### src/core/pss_pkg.sv
// Shared constants and types of the power-on reset sequencer
package pss_pkg;
    // Clock rate
    localparam int CLK_MHZ = 40;
    // Supply thresholds the core comparator is trimmed to, in mV
    localparam int START_MV_STD = 1700;
    localparam int START_MV_LV = 1550;
    localparam int SAG_MV = 1400;
    // Longest configuration time and the late I/O bank delay, in us
    localparam int CONFIGURATION_TIME_US = 450;
    localparam int IO_DELAY_US = 2;
    localparam int CONFIGURATION_TIME_CYC = CONFIGURATION_TIME_US * CLK_MHZ;
    localparam int IO_DELAY_CYC = IO_DELAY_US * CLK_MHZ;
    localparam int TIMER_W = 16;
    localparam int IO_BANKS = 4;
    // Register map
    localparam logic [3:0] CTRL_OFS = 4'h0;
    localparam logic [3:0] STATUS_OFS = 4'h4;
    localparam int CTRL_CLR_EN_BIT = 0;
    localparam int CTRL_OE_EN_BIT = 1;
    localparam int CTRL_RECONFIG_BIT = 2;
    localparam int STAT_STATE_LSB = 0;
    localparam int STAT_CORE_BIT = 4;
    localparam int STAT_IO_BIT = 5;
    localparam int STAT_LATE_BIT = 6;
    localparam logic [1:0] CTRL_RESET = 2'h0;
    typedef enum logic [2:0] {
        S_OFF, S_LOAD, S_IOWAIT, S_IODLY, S_REGREL, S_USER
    } pss_state_e;
    typedef struct packed {
        logic dl_start;
        logic sram_reset;
        logic reg_clear;
        logic io_oe_n;
        logic io_pullup_en;
        logic supply_low_cutoff;
    } pss_out_s;
    localparam pss_out_s OUT_RESET = '{1'b0, 1'b1, 1'b1, 1'b1, 1'b1, 1'b1};
endpackage

### src/core/pss_sync3.sv
// Three-stage input synchroniser with agreement filter
`timescale 1ns/1ps
module pss_sync3 #(
    parameter int W = 1
) (
    input wire logic clk,
    input wire logic rst,
    input wire logic [W-1:0] d,
    output logic [W-1:0] q
);
    logic [W-1:0] s1_reg, s2_reg, s3_reg, q_reg, q_next;
    // A bit changes once the second and third stage agree on it
    always_comb begin
        q_next = (s2_reg & ~(s2_reg ^ s3_reg)) | (q_reg & (s2_reg ^ s3_reg));
    end
    always_ff @(posedge clk or posedge rst) begin
        if (rst) begin
            s1_reg <= '0;
            s2_reg <= '0;
            s3_reg <= '0;
            q_reg <= '0;
        end else begin
            s1_reg <= d;
            s2_reg <= s1_reg;
            s3_reg <= s2_reg;
            q_reg <= q_next;
        end
    end
    assign q = q_reg;
endmodule

### src/core/pss_timer.sv
// Loadable down-counter that flags the end of an interval
`timescale 1ns/1ps
module pss_timer #(
    parameter int W = 16,
    parameter int LOAD = 79
) (
    input wire logic clk,
    input wire logic rst,
    input wire logic start,
    output logic expired
);
    logic [W-1:0] cnt_reg, cnt_next;
    logic armed_reg, armed_next;
    initial begin
        if (LOAD < 1 || LOAD >= (1 << W)) $error("pss_timer: LOAD does not fit");
    end
    always_comb begin
        cnt_next = cnt_reg;
        armed_next = armed_reg | start;
        if (start) begin
            cnt_next = W'(LOAD);
        end else if (cnt_reg != '0) begin
            cnt_next = cnt_reg - W'(1);
        end
    end
    always_ff @(posedge clk or posedge rst) begin
        if (rst) begin
            cnt_reg <= '0;
            armed_reg <= 1'b0;
        end else begin
            cnt_reg <= cnt_next;
            armed_reg <= armed_next;
        end
    end
    assign expired = armed_reg && cnt_reg == '0 && !start;
endmodule

### src/core/pss_top.sv
// Power-on reset and I/O release sequencer
// How it works
// - I/O tri-stated, pulled up through download
// - Start download at core start threshold
// - Download past configuration time sets late flag
// - No user mode before all banks valid
// - Late banks: user mode 2 us later
// - In user mode watch core only
// - Core sag resets SRAM, tri-states I/O
// - Core recovery restarts download
// - Release registers before I/O tri-states
// - Clear pin holds registers cleared
// - Output-enable pin holds I/O tri-stated
// - Cutoff when any supply low, outputs off
// - Outputs off during supply ramps
// - Outputs off when I/O precedes core
// - Any supply order reaches right state
// - Reconfiguration command tri-states I/O too
`timescale 1ns/1ps
module pss_top #(
    parameter int N_BANKS = pss_pkg::IO_BANKS,
    parameter int CFG_CYCLES = pss_pkg::CONFIGURATION_TIME_CYC,
    parameter int IO_DLY_CYCLES = pss_pkg::IO_DELAY_CYC
) (
    // Clock and reset
    input wire logic CLK,
    input wire logic RST,
    // Supply comparators and pins
    input wire logic CORE_VALID,
    input wire logic [N_BANKS-1:0] IO_BANK_VALID,
    input wire logic DEVICE_CLEAR_PIN_N,
    input wire logic DEVICE_OUTPUT_ENABLE_PIN,
    // Download engine
    input wire logic DL_DONE,
    output logic DL_START,
    output logic SRAM_RESET,
    // Core and I/O control
    output logic REG_CLEAR,
    output logic IO_OE_N,
    output logic IO_PULLUP_EN,
    output logic SUPPLY_LOW_CUTOFF,
    // Register port
    input wire logic [3:0] ADDR,
    input wire logic [31:0] WDATA,
    input wire logic WR,
    input wire logic RD,
    output logic [31:0] RDATA
);
    localparam int SW = N_BANKS + 3;

    initial begin
        if (N_BANKS < 1) $error("pss_top: N_BANKS must be at least 1");
        if (IO_DLY_CYCLES < 2 || CFG_CYCLES < 2) $error("pss_top: interval too short");
        if (CFG_CYCLES >= (1 << pss_pkg::TIMER_W)) $error("pss_top: configuration time too long");
    end

    logic [SW-1:0] sync_q;
    logic core_v, io_all, clr_pin_n, oe_pin;
    logic cfg_start, cfg_exp, dly_start, dly_exp;
    pss_pkg::pss_state_e st_reg, st_next;
    pss_pkg::pss_out_s out_reg, out_next;
    logic [1:0] ctrl_reg, ctrl_next;
    logic reconfig_reg, reconfig_next;
    logic late_reg, late_next;
    logic [31:0] rdata_reg, rdata_next;
    logic user_next;

    // Address match, shared by the read and the write decode
    function automatic logic hit(input logic [3:0] a, input logic [3:0] ofs);
        hit = a == ofs;
    endfunction

    // Supplies and both pins come from outside the clock domain
    pss_sync3 #(.W(SW)) u_sync (
        .clk(CLK),
        .rst(RST),
        .d({DEVICE_OUTPUT_ENABLE_PIN, DEVICE_CLEAR_PIN_N, IO_BANK_VALID, CORE_VALID}),
        .q(sync_q)
    );

    assign core_v = sync_q[0];
    assign io_all = &sync_q[N_BANKS:1];
    assign clr_pin_n = sync_q[N_BANKS+1];
    assign oe_pin = sync_q[N_BANKS+2];

    // Configuration time, restarted on every entry into download
    pss_timer #(.W(pss_pkg::TIMER_W), .LOAD(CFG_CYCLES - 1)) u_cfg_tmr (
        .clk(CLK),
        .rst(RST),
        .start(cfg_start),
        .expired(cfg_exp)
    );

    // Late-bank delay, started when the banks come up after the configuration time
    pss_timer #(.W(pss_pkg::TIMER_W), .LOAD(IO_DLY_CYCLES - 1)) u_dly_tmr (
        .clk(CLK),
        .rst(RST),
        .start(dly_start),
        .expired(dly_exp)
    );

    // Sequencer
    always_comb begin
        st_next = st_reg;
        cfg_start = 1'b0;
        dly_start = 1'b0;
        if (!core_v) begin
            st_next = pss_pkg::S_OFF;
        end else begin
            case (st_reg)
                pss_pkg::S_OFF: begin
                    st_next = pss_pkg::S_LOAD;
                    cfg_start = 1'b1;
                end
                pss_pkg::S_LOAD: begin
                    if (DL_DONE) begin
                        st_next = pss_pkg::S_IOWAIT;
                    end
                end
                pss_pkg::S_IOWAIT: begin
                    if (io_all && cfg_exp) begin
                        st_next = pss_pkg::S_IODLY;
                        dly_start = 1'b1;
                    end else if (io_all) begin
                        st_next = pss_pkg::S_REGREL;
                    end
                end
                pss_pkg::S_IODLY: begin
                    if (!io_all) begin
                        st_next = pss_pkg::S_IOWAIT;
                    end else if (dly_exp) begin
                        st_next = pss_pkg::S_REGREL;
                    end
                end
                pss_pkg::S_REGREL: begin
                    st_next = io_all ? pss_pkg::S_USER : pss_pkg::S_IOWAIT;
                end
                pss_pkg::S_USER: begin
                    if (reconfig_reg) begin
                        st_next = pss_pkg::S_LOAD;
                        cfg_start = 1'b1;
                    end
                end
                default: st_next = pss_pkg::S_OFF;
            endcase
        end
    end

    // Registered outputs
    // Computed from the next state so that every pin comes straight from a flop
    always_comb begin
        user_next = st_next == pss_pkg::S_USER;
        out_next.dl_start = st_next == pss_pkg::S_LOAD;
        out_next.sram_reset = st_next == pss_pkg::S_OFF;
        out_next.supply_low_cutoff = !core_v || !io_all;
        out_next.reg_clear = !(user_next || st_next == pss_pkg::S_REGREL)
            || (ctrl_reg[pss_pkg::CTRL_CLR_EN_BIT] && !clr_pin_n);
        out_next.io_oe_n = !user_next || out_next.supply_low_cutoff
            || (ctrl_reg[pss_pkg::CTRL_OE_EN_BIT] && !oe_pin);
        out_next.io_pullup_en = !user_next;
    end

    // Register port
    always_comb begin
        ctrl_next = ctrl_reg;
        reconfig_next = 1'b0;
        late_next = late_reg;
        rdata_next = 32'h0000_0000;
        if (WR && hit(ADDR, pss_pkg::CTRL_OFS)) begin
            ctrl_next = WDATA[1:0];
            reconfig_next = WDATA[pss_pkg::CTRL_RECONFIG_BIT];
        end
        if (WR && hit(ADDR, pss_pkg::STATUS_OFS) && WDATA[pss_pkg::STAT_LATE_BIT]) begin
            late_next = 1'b0;
        end
        // Sticky late flag; a set in the same cycle as a write-one clear wins
        if (st_reg == pss_pkg::S_LOAD && cfg_exp && !DL_DONE) begin
            late_next = 1'b1;
        end
        if (RD && hit(ADDR, pss_pkg::CTRL_OFS)) begin
            rdata_next[1:0] = ctrl_reg;
        end else if (RD && hit(ADDR, pss_pkg::STATUS_OFS)) begin
            rdata_next[pss_pkg::STAT_STATE_LSB +: 3] = st_reg;
            rdata_next[pss_pkg::STAT_CORE_BIT] = core_v;
            rdata_next[pss_pkg::STAT_IO_BIT] = io_all;
            rdata_next[pss_pkg::STAT_LATE_BIT] = late_reg;
        end
    end

    always_ff @(posedge CLK or posedge RST) begin
        if (RST) begin
            st_reg <= pss_pkg::S_OFF;
            out_reg <= pss_pkg::OUT_RESET;
            ctrl_reg <= pss_pkg::CTRL_RESET;
            reconfig_reg <= 1'b0;
            late_reg <= 1'b0;
            rdata_reg <= 32'h0000_0000;
        end else begin
            st_reg <= st_next;
            out_reg <= out_next;
            ctrl_reg <= ctrl_next;
            reconfig_reg <= reconfig_next;
            late_reg <= late_next;
            rdata_reg <= rdata_next;
        end
    end

    assign DL_START = out_reg.dl_start;
    assign SRAM_RESET = out_reg.sram_reset;
    assign REG_CLEAR = out_reg.reg_clear;
    assign IO_OE_N = out_reg.io_oe_n;
    assign IO_PULLUP_EN = out_reg.io_pullup_en;
    assign SUPPLY_LOW_CUTOFF = out_reg.supply_low_cutoff;
    assign RDATA = rdata_reg;

    // Cycles spent in the late-bank delay
    logic [15:0] dly_h_reg, dly_h_next;
    always_comb begin
        dly_h_next = (st_reg == pss_pkg::S_IODLY) ? dly_h_reg + 16'h0001 : 16'h0000;
    end
    always_ff @(posedge CLK or posedge RST) begin
        if (RST) begin
            dly_h_reg <= 16'h0000;
        end else begin
            dly_h_reg <= dly_h_next;
        end
    end

    // Cycles since the configuration timer was last started
    logic [15:0] cfg_h_reg, cfg_h_next;
    always_comb begin
        cfg_h_next = cfg_start ? 16'h0000 : cfg_h_reg + 16'h0001;
    end
    always_ff @(posedge CLK or posedge RST) begin
        if (RST) begin
            cfg_h_reg <= 16'h0000;
        end else begin
            cfg_h_reg <= cfg_h_next;
        end
    end
endmodule

### config.mk
export PLATFORM = sky130hd
export DESIGN_NAME = pss_top
export DESIGN_NICKNAME = d
export VERILOG_FILES = /design/src/core/pss_pkg.sv /design/src/core/pss_sync3.sv /design/src/core/pss_timer.sv /design/src/core/pss_top.sv
export SDC_FILE = /design/constraint.sdc
export NUM_CORES = 1
export LEC_CHECK = 0
export BUFFER_PORTS_ARGS = -buffer_cell sky130_fd_sc_hd__buf_2
export CAP_MARGIN = 20
export CORE_ASPECT_RATIO = 0.7
export CORE_UTILIZATION = 47
export CTS_CLUSTER_SIZE = 24
export DETAILED_ROUTE_END_ITERATION = 8
export PLACE_DENSITY = 0.71
export SKIP_LAST_GASP = 1
export SLEW_MARGIN = 15
export SYNTH_ARGS = -nofsm -noshare
export SYNTH_HDL_FRONTEND = slang
export SYNTH_HIERARCHICAL = 1
export SYNTH_SLANG_ARGS = --single-unit
### constraint.sdc
create_clock -name CLK -period 5.45 [get_ports CLK]
set_clock_uncertainty 0.1 [all_clocks]
set_input_delay 0.2725 -clock CLK [delete_from_list [all_inputs] [get_ports CLK]]
set_output_delay 0.2725 -clock CLK [all_outputs]
set_load 0.1 [all_outputs]
# After elaboration in Yosys (flattened, before gate mapping)
# Cells that the tools add are included.
[word_totals]
regBits = 81
inputBits = 48
out_inout_bits = 38
wordCells = 103
[classes]
n_addsub = 2
n_eq_ne = 9
n_mux = 27
bitwise_logic = 7
reduce_logical = 39
[ops]
columns = ["operator", "count"]
rows = [
  ["16-bit 2-to-1 mux", 4],
  ["3-bit 2-to-1 mux", 11],
  ["16-bit logical NOT", 2],
  ["16-bit nonzero test", 2],
  ["16-bit by 1-bit subtractor with 16-bit output (second input constant)", 2],
  ["3-bit case mux with 6 select lines", 1],
  ["7-bit AND", 2],
  ["1-bit logical AND", 14],
  ["3-bit equality test (second input constant)", 4],
  ["1-bit logical NOT", 9],
  ["1-bit 2-to-1 mux", 9],
  ["7-bit inverter", 1],
  ["7-bit OR", 1],
  ["7-bit bitwise XOR", 1],
  ["3-bit by 1-bit equality test with 1-bit output (second input constant)", 2],
  ["3-bit by 2-bit equality test with 1-bit output (second input constant)", 2],
  ["3-bit logical NOT", 2],
  ["2-bit nonzero test", 3],
  ["1-bit logical OR", 5],
  ["4-bit by 3-bit equality test with 1-bit output (second input constant)", 1],
  ["4-bit logical NOT", 1],
  ["4-bit AND reduction", 1],
  ["2-bit 2-to-1 mux", 1],
  ["1-bit OR", 2],
  ["1-bit case mux with 2 select lines", 1],
]

# Longest topological paths before layout
[depth]
word_depth = 19
mapped_depth = 16
ltp_nobuf = 14

# Modules after synthesis
# Netlist, hierarchy kept.
[modules_own_cells]
columns = ["module", "instances", "cells_each", "area_per_inst_um2", "seq_area_each_um2"]
rows = [
  ["pss_top", 1, 114, 1183.6, 481.7],
  ["pss_timer at u_cfg_tmr", 1, 98, 960.9, 425.4],
  ["pss_timer at u_dly_tmr", 1, 95, 923.4, 425.4],
  ["pss_sync3", 1, 36, 783.3, 700.7],
]

# Least setup slack after synthesis
# OpenSTA, ideal clock, no wires.
[synth_path]
path_type = "register -> register"
startpoint = "reg u_cfg_tmr.cnt_reg[6]"
endpoint = "reg out_reg (netlist bit DL_START)"
setup_time_ns = 0.095
arrival_ns = 3.725
required_time_ns = 5.255
path_slack_ns = 1.530
stages_incl_launch_ff = 15
n_path_buf = 2
synth_period_minus_slack_ns = 3.920
cell_sequence = "dfrtp_1 > or4_1 > buf_2 > nor4_2 > nand2_1 > nor3b_1 > nand4bb_1 > nor2_1 > clkbuf_1 > inv_1 > and3_1 > and4b_1 > nor4_4 > a21oi_1 > nor4b_2"
[synth_rtl]
columns = ["element", "line_no", "text"]
rows = [
  ["start, declared", "pss_timer.sv:12", "logic [W-1:0] cnt_reg, cnt_next;"],
  ["start signal, assigned", "pss_timer.sv:31", "cnt_reg <= cnt_next;"],
  ["end signal, assigned", "pss_top.sv:193", "out_reg <= pss_pkg::OUT_RESET;"],
  ["end signal, assigned", "pss_top.sv:200", "out_reg <= out_next;"],
  ["end, declared", "pss_top.sv:61", "pss_pkg::pss_out_s out_reg, out_next;"],
]

==> flow_summary.ini <==
[run_status]
status = finished, final reports clean

[sta]
setup_tns_ns = 0
period_minus_slack_ns = 4.56
max_freq_mhz = 219
finalCritPeriodShare_pct = 83.6
whs_ns = 0.0630
relSlewSlack_pct = 51.4
hold_viol = 0
report.final.slew_viol_count = 0
tightest_slew_ns = 0.728
rsz0062_at_grt = no
setup_viol = 0

[routing]
drc = 0
via_per_inst = 5.34
ant_nets = 0
wl_um = 7060
num_vias = 2605
drtIter0Drc = 182
wl_per_cell_um = 14.5
firstDrtPassIters = 5

[pwr]
ir_drop_uv = 201
power.switching_mw = 0.635
internal-power_mw = 1.32
swShare_pct = 32.5
leakagePower_nw = 1.91
powerDensity_nw_per_um2 = 441
combPwrFrac_pct = 22.8
pwr-share-clk_pct = 35.9
seqPwrFrac_pct = 41.4

[grt]
use_met2_pct = 26.4
grt_overflow = 0
grt_pass1_wl_um = 12200
grt_pass1_vias = 2523
antenna_found_initial = 0
grt_use_met1_pct = 27.4
grt_max_degree = 29
grtUsageTotal_pct = 18.9
top_usage_layer = met1
grt_use_met3_pct = 6.47

[setup_path]
arrival_ns = 4.69
r2r_start = u_cfg_tmr/cnt_reg[4]$_DFFE_PP0P_
start_kind = flip-flop
crit_type = flip-flop to flip-flop
worstPathRequired_ns = 5.58
cp_max_fo = 20
end_kind = flip-flop
crit_start = u_cfg_tmr/cnt_reg[4]$_DFFE_PP0P_
r2r_setup_slack_ns = 0.89

[floorplanning]
core_area_um2 = 7910
io_pins = 86
die_h_um = 77.7
die_area_um2 = 8570
die_w_um = 110
initial_core_util_pct = 48.7
rows = 27

[synth]
synth_most_common_cell = dfrtp_1
ys.flop_type = dfrtp_1
ys_seq_area_share_pct = 52.8
synth.area.top_cells = dfrtp_1 49%, buf_4 5.3%, dfstp_2 3.4%, or4_1 2.7%, nor2_1 2.5%
yosysWarnings = 6
syn_inst = 343
ys_seq_elements = 81
synth_common_cells = 76 x dfrtp_1, 27 x buf_4, 26 x nor2_1
synth_top_area_cell = dfrtp_1
avgSynthCellArea_um2 = 11.2
synth_edf_count = 0
synth_cell_types = 63
synth_top_area_share_pct = 49.4
async_flop_share_pct = 100
synthesis.area_um2 = 3850

[clock_network]
cts_resized = 0
cts_buffers = 9
clock_path_buffers = 2
cts_tree = yes
cts_max_level = 3
ctsRootBufferMaster = clkbuf_16
clk_pin_slew_ns = 0.06
clk-insertion-delay-late_ns = 0.34
cts_sinks = 81

[finish]
drive_gt1_share_pct = 23.3
diodes = 0
area_delta_synth_final_pct = 15.1
finalNetCount = 432
final.fill_count = 685

[placement]
gp_congestion = 0.829
hpwl_um = 4940
portBuffers = 31

[flow_run]
drv_cap = 0

[worst_hold_path]
min-delay-start = DL_DONE
hp-class = input port to flip-flop
[worst max-delay path, cell delays in order, from the launching register on]
cell       delay (ns)
dfrtp_1          0.44
or4_1            0.66
nor4_2           0.47
nand2_1          0.24
nor3b_1          0.66
nand4bb_1        0.24
nor2_1           0.15
buf_4            0.25
inv_1            0.17
and3_1           0.21
and4b_1          0.21
nor4_4           0.31
a21oi_1          0.10
nor4b_2          0.25
[per-stage QoR]
step | utilization [%] | setup WS (ns) | std cells | area (um2) | total power, mW
finish | 56.1 | 0.891 | 488 | 4430 | 1.96
global route | 56.1 | 0.524 | 488 | 4430 | 2.06
CTS | 55.7 | 0.950 | 487 | 4400 | 1.96
floorplan | - | 1.53 | 368 | 3950 | 1.18
detailed placement | 50.3 | 0.995 | 463 | 3970 | 1.25
global placement | 50.3 | 1.02 | 463 | 3970 | 1.23
[final timing paths]
kind	cells after the start	end
setup / recovery	13	DL_START$_DFF_PP0_
hold / removal	2	late_reg$_DFFE_PP0P_
setup reg to reg	13	DL_START$_DFF_PP0_
hold reg to reg	0	u_sync/s2_reg[4]$_DFF_PP0_
max in group asynchronous	3	DL_START$_DFF_PP0_
min in group asynchronous	3	async pin
[metal layers]
| metal | up-vias | routed length (um) |
|---|---|---|
| met5 | - | 0 |
| met4 | 0 | 80 |
| met3 | 8 | 371 |
| met2 | 76 | 3120 |
| met1 | 1270 | 3490 |
| li1 | 1251 | - |
[power groups by stage]
stage	sequential (mW)	combinational (mW)	clock [mW]
finish	0.809	0.445	0.701
global route	0.826	0.497	0.740
CTS	0.806	0.444	0.713
detailed placement	0.814	0.437	0
global placement	0.808	0.421	0
floorplan	0.806	0.379	0
[layout make-up]
| class | instances | area, um2 | share of cell area, % |
|---|---|---|---|
| Inverter | 18 | 67.6 | 1.52 |
| Multi-Input combinational cell | 231 | 1580 | 35.7 |
| Tap cell | 101 | 126 | 2.85 |
| Clock inverter | 6 | 113 | 2.54 |
| Clock buffer | 10 | 239 | 5.39 |
| Timing Repair Buffer | 41 | 270 | 6.10 |
| Sequential cell | 81 | 2030 | 45.9 |
[cells by family after synthesis]
| family | synth area share (%) |
|---|---|
| other cells | 0.0974 |
| fa+ha+maj | 2.70 |
| simple gates | 22.1 |
| buf+inv | 8.54 |
| compound gates | 10.0 |
| xor+xnor | 0.227 |
| mux | 3.54 |
| flops | 52.8 |
[cells in the final DEF, fill, tap and decap left out, types with 3 or more instances in the layout]
master | synthesis | final
buf_2 | 2 | 31
o21ai_0 | 6 | 6
a211o_1 | 4 | 4
a21oi_1 | 15 | 15
bufinv_16 | 0 | 3
o31ai_1 | 8 | 8
nor2b_1 | 9 | 9
nor3b_1 | 3 | 3
dlygate4sd3_1 | 0 | 8
nand3_1 | 7 | 7
nor4_1 | 6 | 6
dfstp_2 | 5 | 5
or4_1 | 14 | 14
or3b_2 | 3 | 3
or3_1 | 9 | 9
mux2i_1 | 8 | 8
and3_1 | 3 | 3
nor4_2 | 3 | 3
inv_1 | 18 | 18
nor2_1 | 26 | 26
nand2_1 | 14 | 14
or2_2 | 3 | 3
clkbuf_16 | 0 | 9
o211ai_1 | 5 | 5
maj3_2 | 7 | 7
dfrtp_1 | 76 | 76
mux2_2 | 3 | 3
conb_1 | 1 | 26
nor3_1 | 4 | 4
[repair_timing]
item / 4_1_cts / 5_1_grt
setup buffers: 0 / 0
hold buffers: 8 / 0
hold endpoints to repair: 14 / 0
Note: power is estimated with default switching activity, not from simulation.
